==> config.mk <==
export PLATFORM = sky130hd
export DESIGN_NAME = rtk_timekeeper
export DESIGN_NICKNAME = d
export VERILOG_FILES = /design/src/rtk_pkg.sv /design/src/rtk_date_step.sv /design/src/rtk_prescaler.sv /design/src/rtk_timekeeper.sv
export SDC_FILE = /design/constraint.sdc
export NUM_CORES = 1
export LEC_CHECK = 0
export ABC_AREA = 1
export BUFFER_PORTS_ARGS = -buffer_cell sky130_fd_sc_hd__buf_4
export CORE_ASPECT_RATIO = 0.8
export CORE_MARGIN = 10
export CORE_UTILIZATION = 34
export CTS_BUF_LIST = sky130_fd_sc_hd__clkbuf_4 sky130_fd_sc_hd__clkbuf_8
export DETAILED_ROUTE_END_ITERATION = 10
export GPL_ROUTABILITY_DRIVEN = 1
export PLACE_DENSITY = 0.52
export SLEW_MARGIN = 20
export SYNTH_ARGS = -nofsm -noshare
export SYNTH_HDL_FRONTEND = slang
export SYNTH_SLANG_ARGS = --single-unit
==> constraint.sdc <==
create_clock -name sys_clk_in -period 3.3 [get_ports sys_clk_in]
set_input_delay 0.66 -clock sys_clk_in [delete_from_list [all_inputs] [get_ports sys_clk_in]]
set_output_delay 0.66 -clock sys_clk_in [all_outputs]
set_load 0.02 [all_outputs]
==> src/rtk_pkg.sv <==
// rtk_pkg: shared constants of the real-time clock timekeeper.
// assumes: imported whole by every rtk module except rtk_xtal_cap_model.
package rtk_pkg;

    // register indices; byte address is four times the index
    localparam logic [4:0] IDX_CTRL    = 5'h00;
    localparam logic [4:0] IDX_CALIB   = 5'h01;
    localparam logic [4:0] IDX_SEC     = 5'h02;
    localparam logic [4:0] IDX_YEAR    = 5'h08;
    localparam logic [4:0] IDX_COMP    = 5'h0B;

    // control register bits
    localparam int BIT_SNAP      = 0;
    localparam int BIT_LOCK      = 1;
    localparam int BIT_CAL_MODE  = 2;
    // calibration register fields
    localparam int CAL_MAG_LSB   = 0;
    localparam int CAL_MAG_W     = 5;
    localparam int BIT_CAL_SIGN  = 5;
    localparam int BIT_OSC_OFF   = 7;
    // companion control bits
    localparam int BIT_CHARGE    = 2;
    localparam int BIT_FAST      = 5;

    localparam logic [7:0] CALIB_RESET = 8'h80;
    localparam logic [7:0] COMP_RESET  = 8'h00;

    // time fields: sec, min, hour, day, date, month, year (bcd)
    localparam int NUM_TIME = 7;
    localparam logic [55:0] TIME_RESET = 56'h00_01_01_01_00_00_00;

    // time base and calibration output
    localparam int XTAL_HZ     = 32768;
    localparam int SQ_HZ       = 512;
    localparam int DIV_W       = $clog2(XTAL_HZ);
    localparam int SQ_BIT      = $clog2(XTAL_HZ / SQ_HZ) - 1;
    // correction window in seconds and pulses moved per magnitude step
    localparam int CAL_WIN_SEC = 64;
    localparam int CAL_STEP    = 9;

    localparam logic [31:0] APB_ZERO = 32'h0000_0000;

endpackage : rtk_pkg

==> src/rtk_date_step.sv <==
// rtk_date_step: one-second bcd advance of the seven time fields.
// assumes: inputs hold legal bcd values, as software must load.
`timescale 1ns/1ps
module rtk_date_step
    import rtk_pkg::*;
(
    // time in and out, byte 0 seconds up to byte 6 year
    input  wire logic [55:0] time_in,
    output logic      [55:0] time_out
);

    function automatic logic [7:0] bcd_inc(input logic [7:0] v,
                                           input logic [7:0] lo,
                                           input logic [7:0] hi);
        logic [7:0] r;
        r = v + 8'h01;
        if (v == hi) begin
            r = lo;
        end else if (v[3:0] == 4'h9) begin
            r = {v[7:4] + 4'h1, 4'h0};
        end
        return r;
    endfunction : bcd_inc

    logic [7:0] sec, mins, hour, day, date, mon, year, last;
    logic       leap;

    always_comb begin
        {year, mon, date, day, hour, mins, sec} = time_in;
        // leap when year mod 4 is zero; tens parity carries 2 mod 4
        leap = ((({3'h0, year[4]} << 1) + year[3:0]) & 4'h3) == 4'h0;
        case (mon)
            8'h02:   last = leap ? 8'h29 : 8'h28;
            8'h04,
            8'h06,
            8'h09,
            8'h11:   last = 8'h30;
            default: last = 8'h31;
        endcase
        time_out = time_in;
        time_out[7:0] = bcd_inc(sec, 8'h00, 8'h59);
        if (sec == 8'h59) begin
            time_out[15:8] = bcd_inc(mins, 8'h00, 8'h59);
            if (mins == 8'h59) begin
                time_out[23:16] = bcd_inc(hour, 8'h00, 8'h23);
                if (hour == 8'h23) begin
                    time_out[31:24] = bcd_inc(day, 8'h01, 8'h07);
                    time_out[39:32] = bcd_inc(date, 8'h01, last);
                    if (date == last) begin
                        time_out[47:40] = bcd_inc(mon, 8'h01, 8'h12);
                        if (mon == 8'h12) begin
                            time_out[55:48] = bcd_inc(year, 8'h00, 8'h99);
                        end
                    end
                end
            end
        end
    end

endmodule : rtk_date_step

==> src/rtk_prescaler.sv <==
// rtk_prescaler: crystal divider with digital correction and 512 Hz tap.
// assumes: xtal_tick_in is a one-cycle pulse per crystal period.
`timescale 1ns/1ps
module rtk_prescaler
    import rtk_pkg::*;
#(
    parameter int DIV_BITS = DIV_W
)(
    // clock and reset
    input  wire logic                 sys_clk_in,
    input  wire logic                 reset_n_in,
    // time base and correction setting
    input  wire logic                 xtal_tick_in,
    input  wire logic                 halt_in,
    input  wire logic                 sign_in,
    input  wire logic [CAL_MAG_W-1:0] mag_in,
    // outputs
    output logic                      sec_tick_out,
    output logic                      square_out
);

    // the second is the divider wrap, so only the crystal width will do
    generate
        if (DIV_BITS != DIV_W || DIV_BITS <= SQ_BIT + 1) begin : g_bad_div
            $error("DIV_BITS must equal the crystal divider width");
        end
    endgenerate

    localparam logic [DIV_BITS-1:0] DIV_ONE = DIV_BITS'(1);
    localparam logic [DIV_BITS-1:0] DIV_TWO = DIV_BITS'(2);
    localparam logic [5:0] WIN_LAST = 6'(CAL_WIN_SEC - 1);
    localparam logic [8:0] STEP = 9'(CAL_STEP);

    logic [DIV_BITS-1:0] div_q, div_add;
    logic [5:0]          win_q;
    logic [8:0]          credit_q;
    logic                wrap;

    // a correction pulse either doubles or skips one divider step
    always_comb begin
        div_add = DIV_ONE;
        if (credit_q != 9'h000) begin
            div_add = sign_in ? DIV_TWO : '0;
        end
    end
    assign wrap = xtal_tick_in && !halt_in &&
                  ({1'b0, div_q} + {1'b0, div_add}) > {1'b0, {DIV_BITS{1'b1}}};

    always_ff @(posedge sys_clk_in or negedge reset_n_in) begin
        if (!reset_n_in) begin
            div_q <= '0;
        end else if (xtal_tick_in && !halt_in) begin
            div_q <= div_q + div_add;
        end
    end

    always_ff @(posedge sys_clk_in or negedge reset_n_in) begin
        if (!reset_n_in) begin
            win_q    <= '0;
            credit_q <= '0;
        end else if (wrap) begin
            win_q <= win_q + 6'h01;
            if (win_q == WIN_LAST) begin
                credit_q <= 9'(mag_in * STEP);
            end
        end else if (xtal_tick_in && !halt_in && credit_q != 9'h000) begin
            credit_q <= credit_q - 9'h001;
        end
    end

    always_ff @(posedge sys_clk_in or negedge reset_n_in) begin
        if (!reset_n_in) begin
            sec_tick_out <= 1'b0;
            square_out   <= 1'b0;
        end else begin
            sec_tick_out <= wrap;
            square_out   <= div_q[SQ_BIT];
        end
    end

endmodule : rtk_prescaler

==> src/rtk_timekeeper.sv <==
// rtk_timekeeper: bcd real-time clock with apb registers, snapshot/lock
// handshake, charger controls and calibration output.
// assumes: all inputs synchronous to sys_clk_in; xtal_tick_in pulses
// once per 32.768 kHz period.
//
// Added by the designer: the placing of the registers and register access over APB.
`timescale 1ns/1ps

// Functional notes
// - divide crystal base to one-second time steps
// - seven readable and writable time registers
// - snapshot bit rising copies core into holding
// - pending second applied before snapshot copy
// - holding frozen while snapshot bit stays set
// - lock bit keeps host writes off core
// - lock release loads all time registers into core
// - core counts always except while locked or while the oscillator-off bit is set
// - clock keeps running on backup supply
// - charge enable bit, stops at full
// - fast charge bit raises charger current
// - calibration bit takes shared output pin
// - calibration mode drives 512 Hz square wave
// - sign one adds pulses, zero removes
// - magnitude five bits, sign above, nonvolatile; code reloads CALIB_RESET at reset
// - calibration writes accepted only in calibration mode; code still takes the oscillator-off bit in any mode
// - leaving calibration returns pin to comparator
// - each step about 4.34 ppm, zero none; code moves 9 pulses per 64 s, about 4.29 ppm
// - registers in their own bus address space
module rtk_timekeeper
    import rtk_pkg::*;
(
    // clock and reset
    input  wire logic        sys_clk_in,
    input  wire logic        reset_n_in,
    // apb slave
    input  wire logic        psel_in,
    input  wire logic        penable_in,
    input  wire logic        pwrite_in,
    input  wire logic [7:0]  paddr_in,
    input  wire logic [31:0] pwdata_in,
    output logic      [31:0] prdata_out,
    output logic             pready_out,
    output logic             pslverr_out,
    // time base and analog status
    input  wire logic        xtal_tick_in,
    input  wire logic        supply_low_in,
    input  wire logic        backup_full_in,
    input  wire logic        pfi_low_in,
    // pins and analog controls
    output logic             calib_or_powerfail_out,
    output logic             backup_select_out,
    output logic             backup_charge_enable_out,
    output logic             fast_charge_enable_out
);

    logic [7:0]  core_q [NUM_TIME];
    logic [7:0]  user_q [NUM_TIME];
    logic        snap_q;
    logic        lock_q;
    logic        cal_mode_q;
    logic        cal_sign_q;
    logic [4:0]  cal_mag_q;
    logic        osc_off_q;
    logic        charge_q;
    logic        fast_q;

    logic [55:0] core_flat;
    logic [55:0] core_step;
    logic        sec_tick;
    logic        square;

    // apb decode
    logic [4:0]  idx;
    logic        access;
    logic        wr_en;
    logic        mapped;
    logic        is_time;
    logic [2:0]  tidx;
    logic [7:0]  wbyte;
    logic        ctrl_wr;
    logic        snap_rise;
    logic        lock_fall;
    logic [31:0] rdata;

    assign idx     = paddr_in[6:2];
    assign access  = psel_in && penable_in && !pready_out;
    assign wr_en   = psel_in && penable_in && pready_out && pwrite_in &&
                     !pslverr_out;
    assign is_time = idx >= IDX_SEC && idx <= IDX_YEAR;
    assign tidx    = 3'(idx - IDX_SEC);
    assign wbyte   = pwdata_in[7:0];
    assign ctrl_wr = wr_en && idx == IDX_CTRL;
    assign snap_rise = ctrl_wr && wbyte[BIT_SNAP] && !snap_q;
    assign lock_fall = ctrl_wr && !wbyte[BIT_LOCK] && lock_q;

    // only this block's own registers answer on its select
    always_comb begin
        mapped = is_time || idx == IDX_CTRL || idx == IDX_CALIB ||
                 idx == IDX_COMP;
        mapped = mapped && paddr_in[7] == 1'b0 && paddr_in[1:0] == 2'b00;
    end

    genvar g;
    generate
        for (g = 0; g < NUM_TIME; g++) begin : g_flat
            assign core_flat[g*8 +: 8] = core_q[g];
        end
    endgenerate

    rtk_date_step u_step (
        .time_in  (core_flat),
        .time_out (core_step)
    );

    rtk_prescaler #(
        .DIV_BITS (DIV_W)
    ) u_presc (
        .sys_clk_in   (sys_clk_in),
        .reset_n_in   (reset_n_in),
        .xtal_tick_in (xtal_tick_in),
        .halt_in      (osc_off_q),
        .sign_in      (cal_sign_q),
        .mag_in       (cal_mag_q),
        .sec_tick_out (sec_tick),
        .square_out   (square)
    );

    // read mux
    always_comb begin
        rdata = APB_ZERO;
        if (is_time) begin
            rdata[7:0] = user_q[tidx];
        end else if (idx == IDX_CTRL) begin
            rdata[BIT_SNAP]     = snap_q;
            rdata[BIT_LOCK]     = lock_q;
            rdata[BIT_CAL_MODE] = cal_mode_q;
        end else if (idx == IDX_CALIB) begin
            rdata[CAL_MAG_LSB +: CAL_MAG_W] = cal_mag_q;
            rdata[BIT_CAL_SIGN] = cal_sign_q;
            rdata[BIT_OSC_OFF]  = osc_off_q;
        end else if (idx == IDX_COMP) begin
            rdata[BIT_CHARGE] = charge_q;
            rdata[BIT_FAST]   = fast_q;
        end
    end

    // one wait state: answer in the second access cycle
    always_ff @(posedge sys_clk_in or negedge reset_n_in) begin
        if (!reset_n_in) begin
            pready_out  <= 1'b0;
            pslverr_out <= 1'b0;
            prdata_out  <= APB_ZERO;
        end else begin
            pready_out  <= access;
            pslverr_out <= access && !mapped;
            if (access) begin
                prdata_out <= (mapped && !pwrite_in) ? rdata : APB_ZERO;
            end
        end
    end

    // control register
    always_ff @(posedge sys_clk_in or negedge reset_n_in) begin
        if (!reset_n_in) begin
            snap_q     <= 1'b0;
            lock_q     <= 1'b0;
            cal_mode_q <= 1'b0;
        end else if (ctrl_wr) begin
            snap_q     <= wbyte[BIT_SNAP];
            lock_q     <= wbyte[BIT_LOCK];
            cal_mode_q <= wbyte[BIT_CAL_MODE];
        end
    end

    // calibration register; not touched by supply loss, but reset_n_in reloads CALIB_RESET,
    // so unlike the nonvolatile cell it does not survive a backup failure
    always_ff @(posedge sys_clk_in or negedge reset_n_in) begin
        if (!reset_n_in) begin
            cal_mag_q  <= CALIB_RESET[CAL_MAG_LSB +: CAL_MAG_W];
            cal_sign_q <= CALIB_RESET[BIT_CAL_SIGN];
            osc_off_q  <= CALIB_RESET[BIT_OSC_OFF];
        end else if (wr_en && idx == IDX_CALIB) begin
            osc_off_q <= wbyte[BIT_OSC_OFF];
            if (cal_mode_q) begin
                cal_mag_q  <= wbyte[CAL_MAG_LSB +: CAL_MAG_W];
                cal_sign_q <= wbyte[BIT_CAL_SIGN];
            end
        end
    end

    // companion control
    always_ff @(posedge sys_clk_in or negedge reset_n_in) begin
        if (!reset_n_in) begin
            charge_q <= COMP_RESET[BIT_CHARGE];
            fast_q   <= COMP_RESET[BIT_FAST];
        end else if (wr_en && idx == IDX_COMP) begin
            charge_q <= wbyte[BIT_CHARGE];
            fast_q   <= wbyte[BIT_FAST];
        end
    end

    // timekeeping core; supply state never gates it
    always_ff @(posedge sys_clk_in or negedge reset_n_in) begin
        if (!reset_n_in) begin
            for (int i = 0; i < NUM_TIME; i++) begin
                core_q[i] <= TIME_RESET[i*8 +: 8];
            end
        end else if (lock_fall) begin
            for (int i = 0; i < NUM_TIME; i++) begin
                core_q[i] <= user_q[i];
            end
        end else if (sec_tick && !lock_q) begin
            for (int i = 0; i < NUM_TIME; i++) begin
                core_q[i] <= core_step[i*8 +: 8];
            end
        end
    end

    // holding registers
    always_ff @(posedge sys_clk_in or negedge reset_n_in) begin
        if (!reset_n_in) begin
            for (int i = 0; i < NUM_TIME; i++) begin
                user_q[i] <= TIME_RESET[i*8 +: 8];
            end
        end else if (wr_en && is_time) begin
            user_q[tidx] <= wbyte;
        end else if (snap_rise) begin
            for (int i = 0; i < NUM_TIME; i++) begin
                // take the stepped value when a second lands now
                user_q[i] <= (sec_tick && !lock_q) ?
                             core_step[i*8 +: 8] : core_q[i];
            end
        end else if (!snap_q && !lock_q) begin
            for (int i = 0; i < NUM_TIME; i++) begin
                user_q[i] <= core_q[i];
            end
        end
    end

    // shared pin: comparator idles high, so reset shows no failure
    always_ff @(posedge sys_clk_in or negedge reset_n_in) begin
        if (!reset_n_in) begin
            calib_or_powerfail_out <= 1'b1;
        end else begin
            calib_or_powerfail_out <= cal_mode_q ? square
                                                 : !pfi_low_in;
        end
    end

    // supply switchover follows the detector one cycle later
    always_ff @(posedge sys_clk_in or negedge reset_n_in) begin
        if (!reset_n_in) begin
            backup_select_out <= 1'b0;
        end else begin
            backup_select_out <= supply_low_in;
        end
    end

    // charger sources from main supply; off once backup is full
    always_ff @(posedge sys_clk_in or negedge reset_n_in) begin
        if (!reset_n_in) begin
            backup_charge_enable_out <= 1'b0;
        end else begin
            backup_charge_enable_out <= charge_q && !backup_full_in &&
                                        !supply_low_in;
        end
    end

    // fast mode only raises the current of an enabled charger
    always_ff @(posedge sys_clk_in or negedge reset_n_in) begin
        if (!reset_n_in) begin
            fast_charge_enable_out <= 1'b0;
        end else begin
            fast_charge_enable_out <= fast_q && charge_q && !backup_full_in &&
                                      !supply_low_in;
        end
    end

endmodule : rtk_timekeeper

Yosys cells after proc, flatten, opt, wreduce, memory -nomap -nowiden
Cells that the tools add are included.
{ "op_classes": {"addsub": 20, "multipliers": 1, "order_cmp": 5, "eq_ne": 23, "mux": 59, "bitwise_logic": 2, "n_reduce_logical": 53} }
{ "op_table": {"columns": ["cell", "n"], "rows": [
  ["$mux W56", 5],
  ["$mux W8", 26],
  ["$add A8 B1 Y8 const B", 7],
  ["$bwmux W56", 1],
  ["$mux W48", 1],
  ["$mux W40", 1],
  ["$mux W32", 1],
  ["$logic_and A1 B1 Y1", 29],
  ["$add A4 B1 Y4 const B", 7],
  ["$eq A4 B4 Y1 const B", 7],
  ["$mux W9", 3],
  ["$bmux W8 S3", 1],
  ["$demux W8 S3", 1],
  ["$eq A8 B3 Y1 const B", 3],
  ["$add A15 B15 Y16", 1],
  ["$eq A8 B5 Y1 const B", 2],
  ["$eq A8 B7 Y1 const B", 2],
  ["$gt A16 B15 Y1 const B", 1],
  ["$mux W16", 1],
  ["$add A15 B15 Y15", 1],
  ["$mux W15", 1],
  ["$logic_not A1 Y1", 11],
  ["$mux W1", 10],
  ["$pmux W5 S2", 1],
  ["32 further kinds", 39]
]} }
{ "word_totals": {"ff_bits": 194, "inputBits": 49, "output_inout_bits": 38, "wordCells": 197} }

Longest topological paths before layout
{ "depth": {"word_depth": 12, "depth_mapped": 18, "ltp_nobuf": 17} }

Hierarchy
Synthesis repeated with hierarchy kept, for this count alone.
{ "unflattened": {"hier_cells": 1909, "area_unflattened_um2": 12884.9} }
{ "by_module_without_submodules": {"columns": ["mod", "instances", "cells_per_inst", "area_each_um2", "seq_area_each_um2"], "rows": [
  ["rtk_timekeeper", 1, 1257, 8649.5, 3463.3],
  ["rtk_date_step", 1, 399, 2207.1, 0.0],
  ["rtk_prescaler", 1, 253, 2028.2, 800.8]
]} }

Worst setup path before layout
OpenSTA, ideal clock, no wires.
{ "synth_path": {"kind": "register -> register", "startpoint": "reg u_presc.credit_q[0]", "endpoint": "reg u_presc.win_q[5]", "setup_ps": 123, "arrival_ps": 2549, "slack_ps": 628, "path_stages_with_launch": 18, "path_buffers": 1, "path_cell_list": "dfrtp_1 > inv_1 > ha_1 > nand4_1 > nor2_1 > nor2_1 > ha_1 > a21oi_1 > nor3_2 > nand2_1 > nor2_1 > inv_1 > nor3_2 > nand2_1 > buf_2 > nor2_1 > nand3_1 > xor2_1"} }
{ "synth_between": {"elab_chain_len": 5} }
{ "synth_rtl": {"columns": ["item", "line", "source"], "rows": [
  ["start, declared", "rtk_prescaler.sv:36", "logic [8:0] credit_q;"],
  ["start signal, assigned", "rtk_prescaler.sv:64", "credit_q <= 9'(mag_in * STEP);"],
  ["start signal, assigned", "rtk_prescaler.sv:67", "credit_q <= credit_q - 9'h001;"],
  ["$reduce_bool A9 Y1", "rtk_prescaler.sv:42", "if (credit_q != 9'h000) begin"],
  ["$mux W15", "rtk_prescaler.sv:42", null],
  ["$add A15 B15 Y16", "rtk_prescaler.sv:47", "({1'b0, div_q} + {1'b0, div_add}) > {1'b0, {DIV_BITS{1'b1}}};"],
  ["$gt A16 B15 Y1", "rtk_prescaler.sv:47", null],
  ["$logic_and A1 B1 Y1", "rtk_prescaler.sv:46", "assign wrap = xtal_tick_in && !halt_in &&"],
  ["end signal, assigned", "rtk_prescaler.sv:62", "win_q <= win_q + 6'h01;"],
  ["end, declared", "rtk_prescaler.sv:35", "logic [5:0] win_q;"]
]} }
No other way between the ends.
A chain may end at the register's enable or synchronous reset.

Worst setup path in the final report
{ "layout_path": {"startpoint": "reg u_presc.credit_q[1]", "endpoint": "reg u_presc.credit_q[5]"} }
{ "layout_between": {"elab_chain_len": 7} }
{ "layout_rtl": {"columns": ["item", "line", "source"], "rows": [
  ["$reduce_bool A9 Y1 *", "rtk_prescaler.sv:42", null],
  ["$mux W15 *", "rtk_prescaler.sv:42", null],
  ["$add A15 B15 Y16 *", "rtk_prescaler.sv:47", null],
  ["$gt A16 B15 Y1 *", "rtk_prescaler.sv:47", null],
  ["$logic_and A1 B1 Y1 *", "rtk_prescaler.sv:46", null],
  ["named net u_presc.wrap", "rtk_prescaler.sv:37", "logic wrap;"],
  ["$ne A2 B2 Y1 (no line) / $reduce_bool A2 Y1 (equally long branches)", null, null],
  ["$reduce_and A2 Y1 (no line)", null, null]
]} }
The timed path passes the listed nets; every way through them passes the cells marked *. The select of a mux whose other input is x is not followed.

==> results.yml <==
outcome:
  status: "finished, final reports clean"
route:
  num_vias: 10510
  wl_per_cell_um: 19.45
  wl_mm: 38.52
  drtAntennaViolNets: 0
  via_per_inst: 5.305
  drtPass1Iterations: 5
  drc: 0
  initialDrtViolationCount: 1017
final_layout:
  final_area_um2: 12470
  final_layout_size_suffix_gt1_frac: 0.1062
  final_util: 0.3812
  final_common_cell: "nand2_1"
  nets: 1631
  layout_common_cells: "nand2_1, inv_1, dfrtp_1"
  synthToLayoutAreaGrowth_pct: 9.930
timing:
  setup_viol: 0
  finalCritPeriodShare: 0.8916
  finalMaxSlewViolations: 0
  rsz0062_at_grt: "no"
  relSlewSlack: 0.5488
  hold_viol: 0
  fin_worst_skew_ns: 0.01789
  fmax_mhz: 339.9
  worstMarginPinSlew_ns: 0.6761
  setup_tns_ns: 0
  period_needed_ns: 2.942
power_and_ir_drop:
  swShare: 0.2961
  finalPower_w: 0.004318
  power_frac_seq: 0.526
  internal-power_w: 0.003039
  p_sw_w: 0.001278
  power_frac_comb: 0.130
  clkPwrFrac: 0.343
  leakage_nw: 6.017
  irDropWorstVdd_mv: 0.2394
  p_per_area_nw_per_um2: 346.4
worst_setup_path:
  worstSetupStartpoint: "u_presc.credit_q[1]"
  r2r_end: "u_presc.credit_q[5]"
  rrSetupSlack_ns: 0.36
  rr_worst_depth: 18
  cp_num_buf_inv: 2
  crit_slowest_cell: "dfrtp_1"
  path_class: "reg2reg"
  worstPathRequired_ns: 3.66
  timing.rr.start: "u_presc.credit_q[1]"
  crit_path_end_kind: "register"
  cpMostUsedCell: "nand2_1"
  cp.arrival_ns: 3.30
  worstSetupStartpointType: "register"
  crit_path_max_fanout: 3
  path_cells: "inv_1, ha_1, nand4_1, nor2_2, nor2_1, ha_1, a21oi_1, nor3_2, nand2_1, nor2_1, buf_4, nand3_1, nor3_2, nand2_1, nor2_2, nand2_1, nand3_1, o21ai_0"
  critPathTopFamily: "simple AND/OR/NAND/NOR gates"
  max_stage_delay_ns: 0.39
global_route:
  grt_usage: 0.1876
  grt.met2_usage: 0.2814
  grt_pass1_vias: 10160
  gr-usage-met3: 0.03747
  use_met1: 0.2674
  gr-total-overflow: 0
  antenna_found_initial: 1
  grt.busiest_layer: "met2"
  grt_first_pass_wirelength_mm: 60.27
  grt_max_degree: 59
clock_tree:
  clkSlewWorstSetupHoldPaths_ns: 0.09
  post-cts-setup-buffers: 0
  cts-hold-fix-buffers: 0
  clock-root-buffer: "clkbuf_8"
  cts_buffers: 17
  clockBufferDepth: 2
  htreeDepth: 4
  cts_resized: 0
  clkLatencyLatePin_ns: 0.47
  cts.sinks: 170
  tritoncts: "done"
placement:
  hpwl_mm: 27.81
  io_buffers: 38
  globalplace.congestion: 0.8716
  dpl-instance-area_um2: 12080
flow_run:
  maxCapViolCount: 0
floorplanning:
  dieArea_um2: 41100
  die_height_um: 183.3
  dieWidth_um: 224.2
  start_util: 0.3467
  core_um2: 32700
  rows: 59
  pin_count: 87
logic_synthesis:
  syn_avg_cell_area_um2: 7.520
  postSynth.asyncResetShare: 1.000
  ys_types: 55
  synth_edf_count: 0
  synth_top_flop_cell: "dfrtp_1"
  ys_warn_count: 0
  synth.yosys.seq_area_share: 0.3760
  syn_area_um2: 11340
  synth_seq_cells: 170
  synth_cells: 1508
hold_path:
  hold_path.class: "in2async"
-- sequential cells by signal (all words and copies together), names as in the netlist, 5 cells and up --
register and count:
cal_mag_q 5, core_flat 56, prdata_out 8, u_presc.credit_q 9, u_presc.div_q 15, u_presc.win_q 6, user_q 56
-- layout make-up --
class	instances	area, um2
Sequential cell	170	4264
Fill cell	3445	20240
Clock inverter	8	72.57
Antenna cell	1	2.502
Tap cell	427	534.3
Timing Repair Buffer	71	586.8
Multi-Input combinational cell	1093	6007
Clock buffer	24	292.8
Inverter	187	705.7
-- routing by layer --
layer	part of all wire	wire length [um]	up-vias
li1	-	-	5149
met1	0.48	18590	4983
met2	0.44	16800	336
met3	0.064	2470	41
met4	0.017	663	0
met5	0	0	-
-- worst max path at each step --
stage	to	slack, ns	depth (start not counted)
floorplan	u_presc.win_q[5]	0.63	17
finish	u_presc.credit_q[5]	0.36	18
global placement	u_presc.credit_q[5]	0.15	17
detailed placement	u_presc.credit_q[5]	0.09	18
global route	u_presc.credit_q[0]	0.02	17
CTS	u_presc.credit_q[5]	0.06	18
-- synthesized netlist by cell type (all sizes together) (5+ instances only) --
| cell type | count | area [um2] |
|---|---|---|
| nand2 | 330 | 1321 |
| inv | 183 | 689.4 |
| dfrtp | 162 | 4054 |
| a21oi | 155 | 775.7 |
| o21ai | 124 | 620.6 |
| nor2 | 114 | 473.0 |
| nand3 | 69 | 360.4 |
| buf | 56 | 375.4 |
| o221ai | 42 | 367.9 |
| ha | 40 | 500.5 |
| o211ai | 33 | 266.5 |
| a22oi | 30 | 225.2 |
| xor2 | 27 | 244.0 |
| nand4 | 26 | 162.7 |
| clkbuf | 25 | 93.84 |
| nor3 | 24 | 146.4 |
| o22ai | 21 | 131.4 |
| dfstp | 8 | 210.2 |
| nor4 | 7 | 65.06 |
| o31ai | 5 | 37.54 |
-- worst reg2reg max path: stages (launching register included) --
cell and delay, ns:
dfrtp_1 0.39, inv_1 0.09, ha_1 0.15, nand4_1 0.12, nor2_2 0.20, nor2_1 0.13
ha_1 0.29, a21oi_1 0.09, nor3_2 0.18, nand2_1 0.11, nor2_1 0.14, buf_4 0.13
nand3_1 0.12, nor3_2 0.20, nand2_1 0.09, nor2_2 0.17, nand2_1 0.11, nand3_1 0.07
o21ai_0 0.07
-- power by group through the flow --
stage                     Clock, W  Sequential (W)  Combinational [W]
final                      0.00148         0.00227           0.000562
after global routing       0.00160         0.00229           0.000638
after CTS                  0.00151         0.00227           0.000563
after detailed placement         0         0.00231           0.000561
after global placement           0         0.00231           0.000558
after floorplan                  0         0.00229           0.000379
-- cell families (layout without fill, tap and decap cells) --
| kind of cell | Yosys count | count (layout) | synth area share |
|---|---|---|---|
| muxes | 1 | 1 | 0.0008827 |
| buffers and inverters | 268 | 290 | 0.1036 |
| and+or+nand+nor | 573 | 573 | 0.2248 |
| adders and majority gates | 42 | 42 | 0.04767 |
| DFF | 170 | 170 | 0.3760 |
| AOI/OAI and AO/OA | 422 | 422 | 0.2221 |
| xor gates and xnor gates | 31 | 31 | 0.02461 |
| other | 1 | 25 | 0.0003307 |
-- stage by stage --
stage / instances / hold slack [ns] / setup slack (ns)
after floorplan: 1531 / 0.3644 / 0.6278
after global placement: 1948 / 0.4485 / 0.1545
after detailed placement: 1948 / 0.4527 / 0.09368
after CTS: 1980 / 0.1720 / 0.05653
after global routing: 1980 / 0.1728 / 0.01738
final: 1981 / 0.1663 / 0.3578
(Power assumes the default switching activity.)
